### src/core/lbd_pkg.sv
// constants, field layout and timing for the led bank serial driver
package lbd_pkg;
    // frame geometry
    localparam int FRAME_W = 36;
    localparam int BANK_W = 8;
    localparam int ADDR_W = 3;
    localparam int DUTY_W = 10;
    localparam int COARSE_W = 4;
    localparam int DIV_W = 4;
    // command field positions, bit 0 is the first bit shifted in
    localparam int F_ADDR_LO = 0;
    localparam int F_DUTY_A_LO = 3;
    localparam int F_DUTY_B_LO = 13;
    localparam int F_WD_DIS = 23;
    localparam int F_DIV_LO = 24;
    localparam int F_COARSE_A_LO = 28;
    localparam int F_COARSE_B_LO = 32;
    // status frame tail; revision value is arbitrary
    localparam int REV_W = 3;
    localparam int ALT_W = 15;
    localparam logic [REV_W-1:0] MASK_REV = 3'h1;
    localparam logic [ALT_W-1:0] ALT_PATTERN = 15'h5555;
    // timing at the core clock rate
    localparam int CLK_MHZ = 100;
    localparam int WD_TIMEOUT_US = 100;
    localparam int WD_TIMEOUT_CYC = WD_TIMEOUT_US * CLK_MHZ;
    localparam int WD_CNT_W = 16;
    localparam int RAMP_STEP_US = 10;
    localparam int RAMP_STEP_CYC = RAMP_STEP_US * CLK_MHZ;
    localparam int RAMP_CNT_W = 10;
    // pwm phase offsets between neighbouring outputs
    localparam logic [DUTY_W-1:0] STAGGER_STEP = 10'h040;
    localparam logic [DUTY_W-1:0] STAGGER_B = 10'h020;
    // apb register map
    localparam int APB_AW = 12;
    localparam logic [APB_AW-1:0] ADDR_IRQ_STAT = 12'h000;
    localparam logic [APB_AW-1:0] ADDR_IRQ_MASK = 12'h004;
    localparam logic [APB_AW-1:0] ADDR_FAULT = 12'h008;
    localparam logic [APB_AW-1:0] ADDR_CONFIG = 12'h00c;
    // interrupt bits
    localparam int IRQ_W = 4;
    localparam int IRQ_LATCH = 0;
    localparam int IRQ_WD = 1;
    localparam int IRQ_OPEN = 2;
    localparam int IRQ_THERM = 3;
    // latch sequence
    typedef enum logic [1:0] {LATCH_SHIFT, LATCH_COPIED, LATCH_HELD}
        lbd_latch_type;
endpackage

### src/core/lbd_led_bank_driver.sv
// serial-loaded dual bank pwm led driver with apb status and interrupts
//
// Register access over APB and the address map were decided locally.
`timescale 1ns/1ps
module lbd_led_bank_driver #(
    parameter int WD_CYC = lbd_pkg::WD_TIMEOUT_CYC
) (
    // clock and reset
    input wire logic core_clk_i,
    input wire logic rst_i,
    // apb slave
    input wire logic psel_i,
    input wire logic penable_i,
    input wire logic pwrite_i,
    input wire logic [lbd_pkg::APB_AW-1:0] paddr_i,
    input wire logic [31:0] pwdata_i,
    output logic [31:0] prdata_o,
    output logic pready_o,
    output logic pslverr_o,
    // serial link from the display controller
    input wire logic serial_shift_clock_i,
    input wire logic serial_data_in_i,
    input wire logic latch_strobe_i,
    output logic serial_data_out_o,
    // fault sense inputs
    input wire logic [lbd_pkg::BANK_W-1:0] open_sense_a_i,
    input wire logic [lbd_pkg::BANK_W-1:0] open_sense_b_i,
    input wire logic overtemp_i,
    // led drive
    output logic [lbd_pkg::BANK_W-1:0] bank_a_sink_output_o,
    output logic [lbd_pkg::BANK_W-1:0] bank_b_sink_output_o,
    output logic [lbd_pkg::COARSE_W-1:0] bank_a_base_drive_o,
    output logic [lbd_pkg::COARSE_W-1:0] bank_b_base_drive_o,
    // interrupt
    output logic irq_o
);
    import lbd_pkg::*;

    localparam logic [WD_CNT_W-1:0] WD_LIM = WD_CNT_W'(WD_CYC - 1);
    localparam logic [RAMP_CNT_W-1:0] RAMP_LIM =
        RAMP_CNT_W'(RAMP_STEP_CYC - 1);
    localparam logic [COARSE_W-1:0] RAMP_MAX = '1;

    logic sck_meta, sck_sync, sck_prev;
    logic din_meta, din_sync;
    logic lat_meta, lat_sync;
    logic ot_meta, ot_sync, ot_prev;
    logic [BANK_W-1:0] oa_meta, oa_sync, ob_meta, ob_sync;
    logic [FRAME_W-1:0] shift_reg;
    lbd_latch_type latch_reg;
    logic [DUTY_W-1:0] duty_a_mem [BANK_W];
    logic [DUTY_W-1:0] duty_b_mem [BANK_W];
    logic wd_dis_reg, loaded_reg;
    logic [DIV_W-1:0] div_reg, div_cnt_reg;
    logic [COARSE_W-1:0] coarse_a_reg, coarse_b_reg, ramp_reg;
    logic [RAMP_CNT_W-1:0] ramp_cnt_reg;
    logic [WD_CNT_W-1:0] wd_cnt_reg;
    logic wd_trip_reg;
    logic [DUTY_W-1:0] pwm_cnt_reg;
    logic [BANK_W-1:0] open_a_reg, open_b_reg;
    logic [BANK_W-1:0] sink_a_reg, sink_b_reg;
    logic [COARSE_W-1:0] base_a_reg, base_b_reg;
    logic sout_reg;
    logic [IRQ_W-1:0] irq_stat_reg, irq_mask_reg;
    logic irq_reg;
    logic [31:0] prdata_reg;
    logic pready_reg, pslverr_reg;

    // two-stage synchronisers; only the second stage is read
    always_ff @(posedge core_clk_i or posedge rst_i) begin
        if (rst_i) begin
            {sck_meta, sck_sync, sck_prev} <= 3'h0;
            {din_meta, din_sync, lat_meta, lat_sync} <= 4'h0;
            {ot_meta, ot_sync, ot_prev} <= 3'h0;
            {oa_meta, oa_sync, ob_meta, ob_sync} <= '0;
        end else begin
            sck_meta <= serial_shift_clock_i;
            sck_sync <= sck_meta;
            sck_prev <= sck_sync;
            din_meta <= serial_data_in_i;
            din_sync <= din_meta;
            lat_meta <= latch_strobe_i;
            lat_sync <= lat_meta;
            ot_meta <= overtemp_i;
            ot_sync <= ot_meta;
            ot_prev <= ot_sync;
            oa_meta <= open_sense_a_i;
            oa_sync <= oa_meta;
            ob_meta <= open_sense_b_i;
            ob_sync <= ob_meta;
        end
    end

    // link edge detection and latch sequence decode
    wire logic sck_rise = sck_sync & ~sck_prev;
    wire logic sck_fall = ~sck_sync & sck_prev;
    wire logic shift_evt = sck_rise & ~lat_sync;
    // a single copy per strobe high period
    wire logic copy_evt = sck_fall & lat_sync &
        (latch_reg == LATCH_SHIFT);
    wire logic load_evt = sck_rise & lat_sync &
        (latch_reg == LATCH_COPIED);

    // command field extraction, first bit in lands in bit 0
    wire logic [ADDR_W-1:0] f_addr = shift_reg[F_ADDR_LO +: ADDR_W];
    wire logic [DUTY_W-1:0] f_duty_a = shift_reg[F_DUTY_A_LO +: DUTY_W];
    wire logic [DUTY_W-1:0] f_duty_b = shift_reg[F_DUTY_B_LO +: DUTY_W];
    wire logic f_wd_dis = shift_reg[F_WD_DIS];
    wire logic [DIV_W-1:0] f_div = shift_reg[F_DIV_LO +: DIV_W];
    wire logic [COARSE_W-1:0] f_coarse_a =
        shift_reg[F_COARSE_A_LO +: COARSE_W];
    wire logic [COARSE_W-1:0] f_coarse_b =
        shift_reg[F_COARSE_B_LO +: COARSE_W];

    // readback frame, open bits first out
    wire logic [FRAME_W-1:0] status_frame = {ALT_PATTERN, MASK_REV,
        ot_sync, wd_trip_reg, open_b_reg, open_a_reg};

    // shift register: serial in at the top, last stage at bit 0
    always_ff @(posedge core_clk_i or posedge rst_i) begin
        if (rst_i) begin
            shift_reg <= '0;
        end else if (load_evt) begin
            shift_reg <= status_frame;
        end else if (shift_evt) begin
            shift_reg <= {din_sync, shift_reg[FRAME_W-1:1]};
        end
    end

    // last stage leaves toward the next device in the chain
    always_ff @(posedge core_clk_i or posedge rst_i) begin
        if (rst_i) begin
            sout_reg <= 1'b0;
        end else begin
            sout_reg <= shift_reg[0];
        end
    end

    // latch sequence: copy on first fall, status on the next rise
    always_ff @(posedge core_clk_i or posedge rst_i) begin
        if (rst_i) begin
            latch_reg <= LATCH_SHIFT;
        end else begin
            unique case (latch_reg)
                LATCH_SHIFT: begin
                    if (copy_evt) begin
                        latch_reg <= LATCH_COPIED;
                    end
                end
                LATCH_COPIED: begin
                    if (!lat_sync) begin
                        latch_reg <= LATCH_SHIFT;
                    end else if (sck_rise) begin
                        latch_reg <= LATCH_HELD;
                    end
                end
                LATCH_HELD: begin
                    if (!lat_sync) begin
                        latch_reg <= LATCH_SHIFT;
                    end
                end
            endcase
        end
    end

    // parallel register: per-output duty, per-bank coarse and globals
    always_ff @(posedge core_clk_i or posedge rst_i) begin
        if (rst_i) begin
            for (int k = 0; k < BANK_W; k++) begin
                duty_a_mem[k] <= '0;
                duty_b_mem[k] <= '0;
            end
            {wd_dis_reg, div_reg, coarse_a_reg, coarse_b_reg} <= '0;
            loaded_reg <= 1'b0;
        end else if (copy_evt) begin
            duty_a_mem[f_addr] <= f_duty_a;
            duty_b_mem[f_addr] <= f_duty_b;
            wd_dis_reg <= f_wd_dis;
            div_reg <= f_div;
            coarse_a_reg <= f_coarse_a;
            coarse_b_reg <= f_coarse_b;
            loaded_reg <= 1'b1;
        end
    end

    // watchdog: any link edge restarts the count and ends a trip
    wire logic sck_edge = sck_rise | sck_fall;
    wire logic wd_expire = (wd_cnt_reg == WD_LIM) & ~wd_dis_reg;
    always_ff @(posedge core_clk_i or posedge rst_i) begin
        if (rst_i) begin
            wd_cnt_reg <= '0;
            wd_trip_reg <= 1'b0;
        end else if (sck_edge) begin
            wd_cnt_reg <= '0;
            wd_trip_reg <= 1'b0;
        end else if (!wd_trip_reg) begin
            wd_cnt_reg <= wd_expire ? '0 : wd_cnt_reg + 1'b1;
            wd_trip_reg <= wd_expire;
        end
    end

    // drive enable; thermal and watchdog blank every output
    wire logic drive_en =
        loaded_reg & ~wd_trip_reg & ~ot_sync;

    // soft start ramp restarts whenever drive is blanked
    always_ff @(posedge core_clk_i or posedge rst_i) begin
        if (rst_i) begin
            ramp_reg <= '0;
            ramp_cnt_reg <= '0;
        end else if (!drive_en) begin
            ramp_reg <= '0;
            ramp_cnt_reg <= '0;
        end else if (ramp_reg != RAMP_MAX) begin
            ramp_cnt_reg <=
                (ramp_cnt_reg == RAMP_LIM) ? '0 : ramp_cnt_reg + 1'b1;
            if (ramp_cnt_reg == RAMP_LIM) begin
                ramp_reg <= ramp_reg + 1'b1;
            end
        end
    end

    // coarse level limited by the ramp while it climbs
    wire logic [COARSE_W-1:0] eff_a =
        (coarse_a_reg < ramp_reg) ? coarse_a_reg : ramp_reg;
    wire logic [COARSE_W-1:0] eff_b =
        (coarse_b_reg < ramp_reg) ? coarse_b_reg : ramp_reg;

    // pwm timebase, advanced once every divisor plus one cycles
    always_ff @(posedge core_clk_i or posedge rst_i) begin
        if (rst_i) begin
            div_cnt_reg <= '0;
            pwm_cnt_reg <= '0;
        end else if (div_cnt_reg >= div_reg) begin
            div_cnt_reg <= '0;
            pwm_cnt_reg <= pwm_cnt_reg + 1'b1;
        end else begin
            div_cnt_reg <= div_cnt_reg + 1'b1;
        end
    end

    // per-output compare on a shifted phase so turn-on edges never coincide
    wire logic [BANK_W-1:0] on_a, on_b;
    genvar gi;
    generate
        for (gi = 0; gi < BANK_W; gi++) begin : g_out
            localparam logic [DUTY_W-1:0] OFS_A = DUTY_W'(gi * STAGGER_STEP);
            localparam logic [DUTY_W-1:0] OFS_B =
                DUTY_W'(gi * STAGGER_STEP + STAGGER_B);
            wire logic [DUTY_W-1:0] ph_a = DUTY_W'(pwm_cnt_reg + OFS_A);
            wire logic [DUTY_W-1:0] ph_b = DUTY_W'(pwm_cnt_reg + OFS_B);
            assign on_a[gi] = ph_a < duty_a_mem[gi];
            assign on_b[gi] = ph_b < duty_b_mem[gi];
        end
    endgenerate

    // registered drive outputs, also a zero coarse level when blanked
    always_ff @(posedge core_clk_i or posedge rst_i) begin
        if (rst_i) begin
            sink_a_reg <= '0;
            sink_b_reg <= '0;
            base_a_reg <= '0;
            base_b_reg <= '0;
        end else begin
            sink_a_reg <= on_a & {BANK_W{drive_en}};
            sink_b_reg <= on_b & {BANK_W{drive_en}};
            base_a_reg <= drive_en ? eff_a : '0;
            base_b_reg <= drive_en ? eff_b : '0;
        end
    end

    // open sense is only trusted while the output is sinking
    wire logic [BANK_W-1:0] open_a_hit = oa_sync & sink_a_reg;
    wire logic [BANK_W-1:0] open_b_hit = ob_sync & sink_b_reg;
    // sticky until read back; a new fault beats the clear
    always_ff @(posedge core_clk_i or posedge rst_i) begin
        if (rst_i) begin
            open_a_reg <= '0;
            open_b_reg <= '0;
        end else begin
            open_a_reg <=
                (open_a_reg & ~{BANK_W{load_evt}}) | open_a_hit;
            open_b_reg <=
                (open_b_reg & ~{BANK_W{load_evt}}) | open_b_hit;
        end
    end

    // apb decode; every access takes one wait state
    wire logic apb_acc = psel_i & penable_i;
    wire logic apb_first = apb_acc & ~pready_reg;
    wire logic apb_wr = apb_acc & pready_reg & pwrite_i;
    wire logic sel_stat = paddr_i == ADDR_IRQ_STAT;
    wire logic sel_mask = paddr_i == ADDR_IRQ_MASK;
    wire logic sel_fault = paddr_i == ADDR_FAULT;
    wire logic sel_cfg = paddr_i == ADDR_CONFIG;
    wire logic apb_hit = sel_stat | sel_mask | sel_fault | sel_cfg;
    wire logic [31:0] rd_fault = {14'h0, status_frame[F_ADDR_LO +: 18]};
    wire logic [31:0] rd_cfg = {14'h0, loaded_reg, wd_dis_reg, ramp_reg,
        coarse_b_reg, coarse_a_reg, div_reg};
    wire logic [31:0] rd_mux =
        sel_stat ? {28'h0, irq_stat_reg} :
        sel_mask ? {28'h0, irq_mask_reg} :
        sel_fault ? rd_fault :
        sel_cfg ? rd_cfg : 32'h0;

    // interrupt events, set wins over write-one-to-clear
    wire logic [IRQ_W-1:0] irq_evt;
    assign irq_evt[IRQ_LATCH] = copy_evt;
    assign irq_evt[IRQ_WD] = wd_expire & ~wd_trip_reg & ~sck_edge;
    assign irq_evt[IRQ_OPEN] = |({open_b_hit, open_a_hit} &
        ~{open_b_reg, open_a_reg});
    assign irq_evt[IRQ_THERM] = ot_sync & ~ot_prev;
    wire logic [IRQ_W-1:0] irq_clr =
        (apb_wr & sel_stat) ? pwdata_i[IRQ_W-1:0] : '0;

    // apb slave registers
    always_ff @(posedge core_clk_i or posedge rst_i) begin
        if (rst_i) begin
            pready_reg <= 1'b0;
            pslverr_reg <= 1'b0;
            prdata_reg <= '0;
        end else begin
            pready_reg <= apb_first;
            pslverr_reg <= apb_first & ~apb_hit;
            prdata_reg <= (apb_first & ~pwrite_i) ? rd_mux : '0;
        end
    end

    // interrupt status, mask and level output
    always_ff @(posedge core_clk_i or posedge rst_i) begin
        if (rst_i) begin
            irq_stat_reg <= '0;
            irq_mask_reg <= '0;
            irq_reg <= 1'b0;
        end else begin
            irq_stat_reg <= (irq_stat_reg & ~irq_clr) | irq_evt;
            if (apb_wr & sel_mask) begin
                irq_mask_reg <= pwdata_i[IRQ_W-1:0];
            end
            irq_reg <= |(irq_stat_reg & irq_mask_reg);
        end
    end

    assign prdata_o = prdata_reg;
    assign pready_o = pready_reg;
    assign pslverr_o = pslverr_reg;
    assign serial_data_out_o = sout_reg;
    assign bank_a_sink_output_o = sink_a_reg;
    assign bank_b_sink_output_o = sink_b_reg;
    assign bank_a_base_drive_o = base_a_reg;
    assign bank_b_base_drive_o = base_b_reg;
    assign irq_o = irq_reg;
endmodule

### config.mk
export PLATFORM = sky130hd
export DESIGN_NAME = lbd_led_bank_driver
export DESIGN_NICKNAME = d
export VERILOG_FILES = /design/src/core/lbd_pkg.sv /design/src/core/lbd_led_bank_driver.sv
export SDC_FILE = /design/constraint.sdc
export NUM_CORES = 1
export LEC_CHECK = 0
export ABC_AREA = 1
export BUFFER_PORTS_ARGS = -buffer_cell sky130_fd_sc_hd__buf_2
export CAP_MARGIN = 10
export CORE_MARGIN = 3
export CORE_UTILIZATION = 39
export DETAILED_ROUTE_END_ITERATION = 12
export GPL_TIMING_DRIVEN = 0
export PLACE_DENSITY_LB_ADDON = 0.25
export SLEW_MARGIN = 20
export SYNTH_ARGS = -nofsm -noshare
export SYNTH_HDL_FRONTEND = slang
export SYNTH_SLANG_ARGS = --single-unit
### constraint.sdc
create_clock -name core_clk_i -period 10.05 [get_ports core_clk_i]
set_clock_uncertainty 0.05 [all_clocks]
set_input_delay 0.5025 -clock core_clk_i [delete_from_list [all_inputs] [get_ports core_clk_i]]
set_output_delay 0.5025 -clock core_clk_i [all_outputs]
set_load 0.005 [all_outputs]
Word-level counts from Yosys, hierarchy flattened

Cells that the tools add are included.

Register bits: 369
Output and inout port bits: 60
Logic and storage cells: 204
Input port bits: 69

Muxes and demuxes: 33
Reductions and logical operators: 8
Order comparisons: 21
Equality and inequality tests: 14
Add/subtract/negate cells: 20
Bitwise gates (word level): 52

Operator list:

| kind                    | count |
|---|---|
| $bwmux W80              | 2 |
| $lt A10 B10 Y1          | 16 |
| $mux W18                | 5 |
| $add A10 B9 Y10 const B | 8 |
| $mux W36                | 2 |
| $and A8 B8 Y8           | 6 |
| $mux W16                | 3 |
| $add A10 B8 Y10 const B | 4 |
| $mux W10                | 4 |
| $mux W4                 | 9 |
| $demux W10 S3           | 1 |
| $eq A12 B4 Y1 const B   | 2 |
| $and A1 B1 Y1           | 21 |
| $add A10 B1 Y10 const B | 2 |
| $add A10 B7 Y10 const B | 2 |
| $add A16 B1 Y16 const B | 1 |
| $and A16 B16 Y16        | 1 |
| $eq A16 B14 Y1 const B  | 1 |
| $not A16 Y16            | 1 |
| $or A8 B8 Y8            | 2 |
| $reduce_or A16 Y1       | 1 |
| $eq A12 B3 Y1 const B   | 1 |
| $logic_not A12 Y1       | 1 |
| $not A1 Y1              | 11 |
| 28 further kinds        | 41 |

Longest topological paths before layout

Word-level depth: 8
Gate-level depth with buffers: 12
Mapped depth without buffers: 12

Worst setup path before layout

Ideal clock, no wire load.

Kind: register to register
Start point: reg pwm_cnt_reg[8]
End point: reg sink_b_reg[7], in the netlist bank_b_sink_output_o[7]
Clock period less this slack: 2490 ps
Data arrival time: 2314 ps
Cell stages (with the launch flop): 13
Data required time: 9874 ps
Path buffers: 1
Library setup time: 126 ps
Path slack: 7560 ps
Cell sequence: dfrtp_1 > clkbuf_1 > clkinv_1 > ha_1 > xnor2_1 > o21ai_0 > inv_1 > ha_1 > nand2_1 > nor2_1 > o211ai_1 > nand3_1 > nor2_1

Word-level cells in the longest chain between the ends: 3

RTL lines:

| element                | RTL line                   | text |
|---|---|---|
| from (decl)            | lbd_led_bank_driver.sv:59  | `logic [DUTY_W-1:0] pwm_cnt_reg;` |
| from (signal assigned) | lbd_led_bank_driver.sv:236 | `pwm_cnt_reg <= pwm_cnt_reg + 1'b1;` |
| $add A10 B9 Y10        | lbd_led_bank_driver.sv:251 | `wire logic [DUTY_W-1:0] ph_b = DUTY_W'(pwm_cnt_reg + OFS_B);` |
| $lt A10 B10 Y1         | lbd_led_bank_driver.sv:253 | `assign on_b[gi] = ph_b < duty_b_mem[gi];` |
| $and A8 B8 Y8          | lbd_led_bank_driver.sv:266 | `sink_b_reg <= on_b & {BANK_W{drive_en}};` |
| to (signal assigned)   | lbd_led_bank_driver.sv:266 |  |
| to (decl)              | lbd_led_bank_driver.sv:61  | `logic [BANK_W-1:0] sink_a_reg, sink_b_reg;` |

No other way between the ends.
A chain may end at the register's enable or synchronous reset.

Worst setup path in the final report

Start point: reg pwm_cnt_reg[5]
End point: reg sink_b_reg[5], in the netlist bank_b_sink_output_o[5]

Same word-level chain as after synthesis.

==> flow_metrics.env <==
export IMPL_gp_congestion=0.866
export IMPL_status="finished, final reports clean"
export IMPL_wl_met2_um=22400
export IMPL_post_cts_buffers=0
export IMPL_endpoint_kind="flip-flop"
export IMPL_async_flop_share=1.00
export IMPL_vias=14887
export IMPL_antenna_found_initial=0
export IMPL_seq_area_frac_synth=0.496
export IMPL_setup_tns_ps=0
export IMPL_synth_ff_type="dfrtp_1"
export IMPL_hold_path_class="input pin to flip-flop"
export IMPL_clock_latency_ps=560
export IMPL_synth_area_leaders="dfrtp_1, ha_1, nand2_1"
export IMPL_startpoint_type="flip-flop"
export IMPL_power_density_nw_per_um2=237
export IMPL_crit_chain="inv_1 > ha_1 > xor2_1 > inv_1 > ha_1 > a21oi_1 > o21a_1 > nand3_1 > nor2_1"
export IMPL_diodes=0
export IMPL_worst_pin_slew_ps=1170
export IMPL_yosysTopAreaCellShare=0.496
export IMPL_drive_gt1_frac=0.0854
export IMPL_grtUsageTotal=0.199
export IMPL_synth_most_common_cell="nand2_1"
export IMPL_cts_tree="yes"
export IMPL_power_switching_uw=1930
export IMPL_grt_max_degree=36
export IMPL_synth_common_cells="nand2_1, dfrtp_1, inv_1"
export IMPL_die_area_sq_um=50400
export IMPL_p_total_uw=5120
export IMPL_nets=2528
export IMPL_cts_clk_slew_worst_paths_ps=60
export IMPL_slew_violations=0
export IMPL_relSlewSlack=0.218
export IMPL_dp_hpwl_um=37600
export IMPL_fin_crit_sh=0.356
export IMPL_clk_path_buf_depth=3
export IMPL_totalWireLength_um=50100
export IMPL_fp_row_count=79
export IMPL_p_int_uw=3190
export IMPL_comb_power_share=0.309
export IMPL_die_h_um=225
export IMPL_path_class="flip-flop to flip-flop"
export IMPL_rsz0062_at_grt="false"
export IMPL_wl_met1_um=23200
export IMPL_cp_max_fo=16
export IMPL_fmax_ghz=0.279
export IMPL_swShare=0.377
export IMPL_synth_seq_cells=369
export IMPL_r2r_start="pwm_cnt_reg[5]"
export IMPL_start_util=0.397
export IMPL_post_route_util=0.462
export IMPL_area_growth_pct=16.2
export IMPL_critPathLaunch="pwm_cnt_reg[5]"
export IMPL_drtPass1Iterations=7
export IMPL_highest_layer="met4"
export IMPL_max_stage_delay_ps=920
export IMPL_seq_power_share=0.401
export IMPL_rr_worst_depth=9
export IMPL_crit_cells=9
export IMPL_setup_viol=0
export IMPL_ir_drop_v=0.000109
export IMPL_htree_num_levels=2
export IMPL_cts_buffers=42
export IMPL_hold_violations=0
export IMPL_grt_pass1_vias=14424
export IMPL_fin_crit_ps=3580
export IMPL_cp_arrival_ps=3970
export IMPL_ios=129
export IMPL_crit_family="flip-flops"
export IMPL_met3_length_um=2950
export IMPL_cts_sinks=369
export IMPL_synth_area_per_cell_sq_um=8.86
export IMPL_die_x_um=225
export IMPL_holdPathStages=3
export IMPL_core_area_sq_um=46900
export IMPL_final_antenna_net_count=0
export IMPL_slowest_stage="dfrtp_1"
export IMPL_ys_types=36
export IMPL_grt_pass1_wl_um=79200
export IMPL_fin_cells=2913
export IMPL_leakagePower_uw=0.0101
export IMPL_place_inst=2821
export IMPL_synth_edf_count=0
export IMPL_drt_iter0_drc=1143
export IMPL_hold_start="pwdata_i[2]"
export IMPL_syn_inst=2103
export IMPL_vias_per_cell=5.11
export IMPL_drc=0
export IMPL_yosys_warnings=0
export IMPL_cts_root_buf="clkbuf_16"
export IMPL_yosysTopAreaCell="dfrtp_1"
export IMPL_port_buffers=86
export IMPL_maxCapViolCount=0
export IMPL_crit_required_ps=10440
export IMPL_post_drt_wl_per_cell_um=17.2
export IMPL_grt_overflow=0
export IMPL_clkPwrFrac=0.289
export IMPL_cp_num_buf_inv=2
export IMPL_synth_area_sq_um=18600
-- metal layers --
metal	global-route usage	vias to the layer above
li1	-	7207
met1	0.284	7175
met2	0.310	408
met3	0.0345	97
met4	0.0668	0
met5	0	-
-- cell usage in the layout, fill, tap and decap left out, types with 2 or more instances in the layout --
cell type / count
xnor2_1: 8
clkinv_1: 2
a21oi_1: 101
clkbuf_8: 10
a211oi_1: 2
dfrtp_1: 369
o21ai_0: 215
buf_2: 102
nor2_1: 114
o22ai_1: 11
xor2_1: 32
inv_2: 3
nand2_1: 460
inv_1: 290
o221ai_1: 18
o21a_1: 17
buf_12: 12
nor3_1: 28
conb_1: 14
clkbuf_16: 43
o211ai_1: 24
nor4_2: 2
clkinv_2: 5
a21boi_0: 16
buf_4: 14
o21ai_1: 28
dlygate4sd3_1: 21
ha_1: 180
o21bai_1: 2
nand4_1: 26
clkbuf_1: 57
nand3_1: 68
-- path summary, 6_finish.rpt --
kind	end	slack, ps
setup / recovery	bank_b_sink_output_o[5]	6470
hold / removal	irq_mask_reg[2]	120
setup reg to reg	bank_b_sink_output_o[5]	6470
hold reg to reg	ob_sync[1]	300
max in group asynchronous	wd_cnt_reg[6]	8150
min in group asynchronous	pwm_cnt_reg[7]	540
-- timing repair --
action	in CTS	in global routing
gates resized for setup	0	0
hold buffers	21	0
hold endpoints to repair	43	0
-- power groups by stage --
stage | Combinational (uW) | Clock (uW) | Sequential [uW]
global route | 1840 | 1580 | 2080
finish | 1580 | 1480 | 2060
CTS | 1600 | 1520 | 2050
floorplan | 1090 | 0 | 1910
detailed placement | 1580 | 0 | 2080
global placement | 1490 | 0 | 2080
-- stage by stage --
stage	worst slack (ps)	instance area, sq um	hold slack, ps
2_1_floorplan	4550	18700	281
3_3_place_gp	2310	19900	282
3_5_place_dp	6530	20100	285
4_1_cts	6490	21600	90.8
5_1_grt	6320	21600	127
6_report	6470	21600	118
-- cell type report --
cell class,count,area (sq um)
Fill cell,4499,25200
Sequential cell,369,9230
Multi-Input combinational cell,1375,7970
Clock buffer,64,1250
Inverter,296,1110
Timing Repair Buffer,119,881
Tap cell,607,759
Buffer,76,358
Clock inverter,7,63.8
-- worst register-to-register path: cells and delay by family, from the launching register on --
kind	cells	cell delay (ps)
XOR/XNOR	1	340
adder cells (fa/ha/maj)	2	740
AND/OR/NAND/NOR	2	420
flip-flops	1	920
AO/OA/AOI/OAI	2	250
buffers and inverters	2	760
-- kinds of logic after synthesis --
kind of cell / after synthesis / synth area share
AND/OR/NAND/NOR: 704 / 0.155
XOR/XNOR: 40 / 0.0188
adder cells (fa/ha/maj): 180 / 0.121
other: 1 / 0.000201
flip-flops: 369 / 0.496
buffers and inverters: 372 / 0.0789
AO/OA/AOI/OAI: 437 / 0.130
Power figures use the tool's default switching activity.
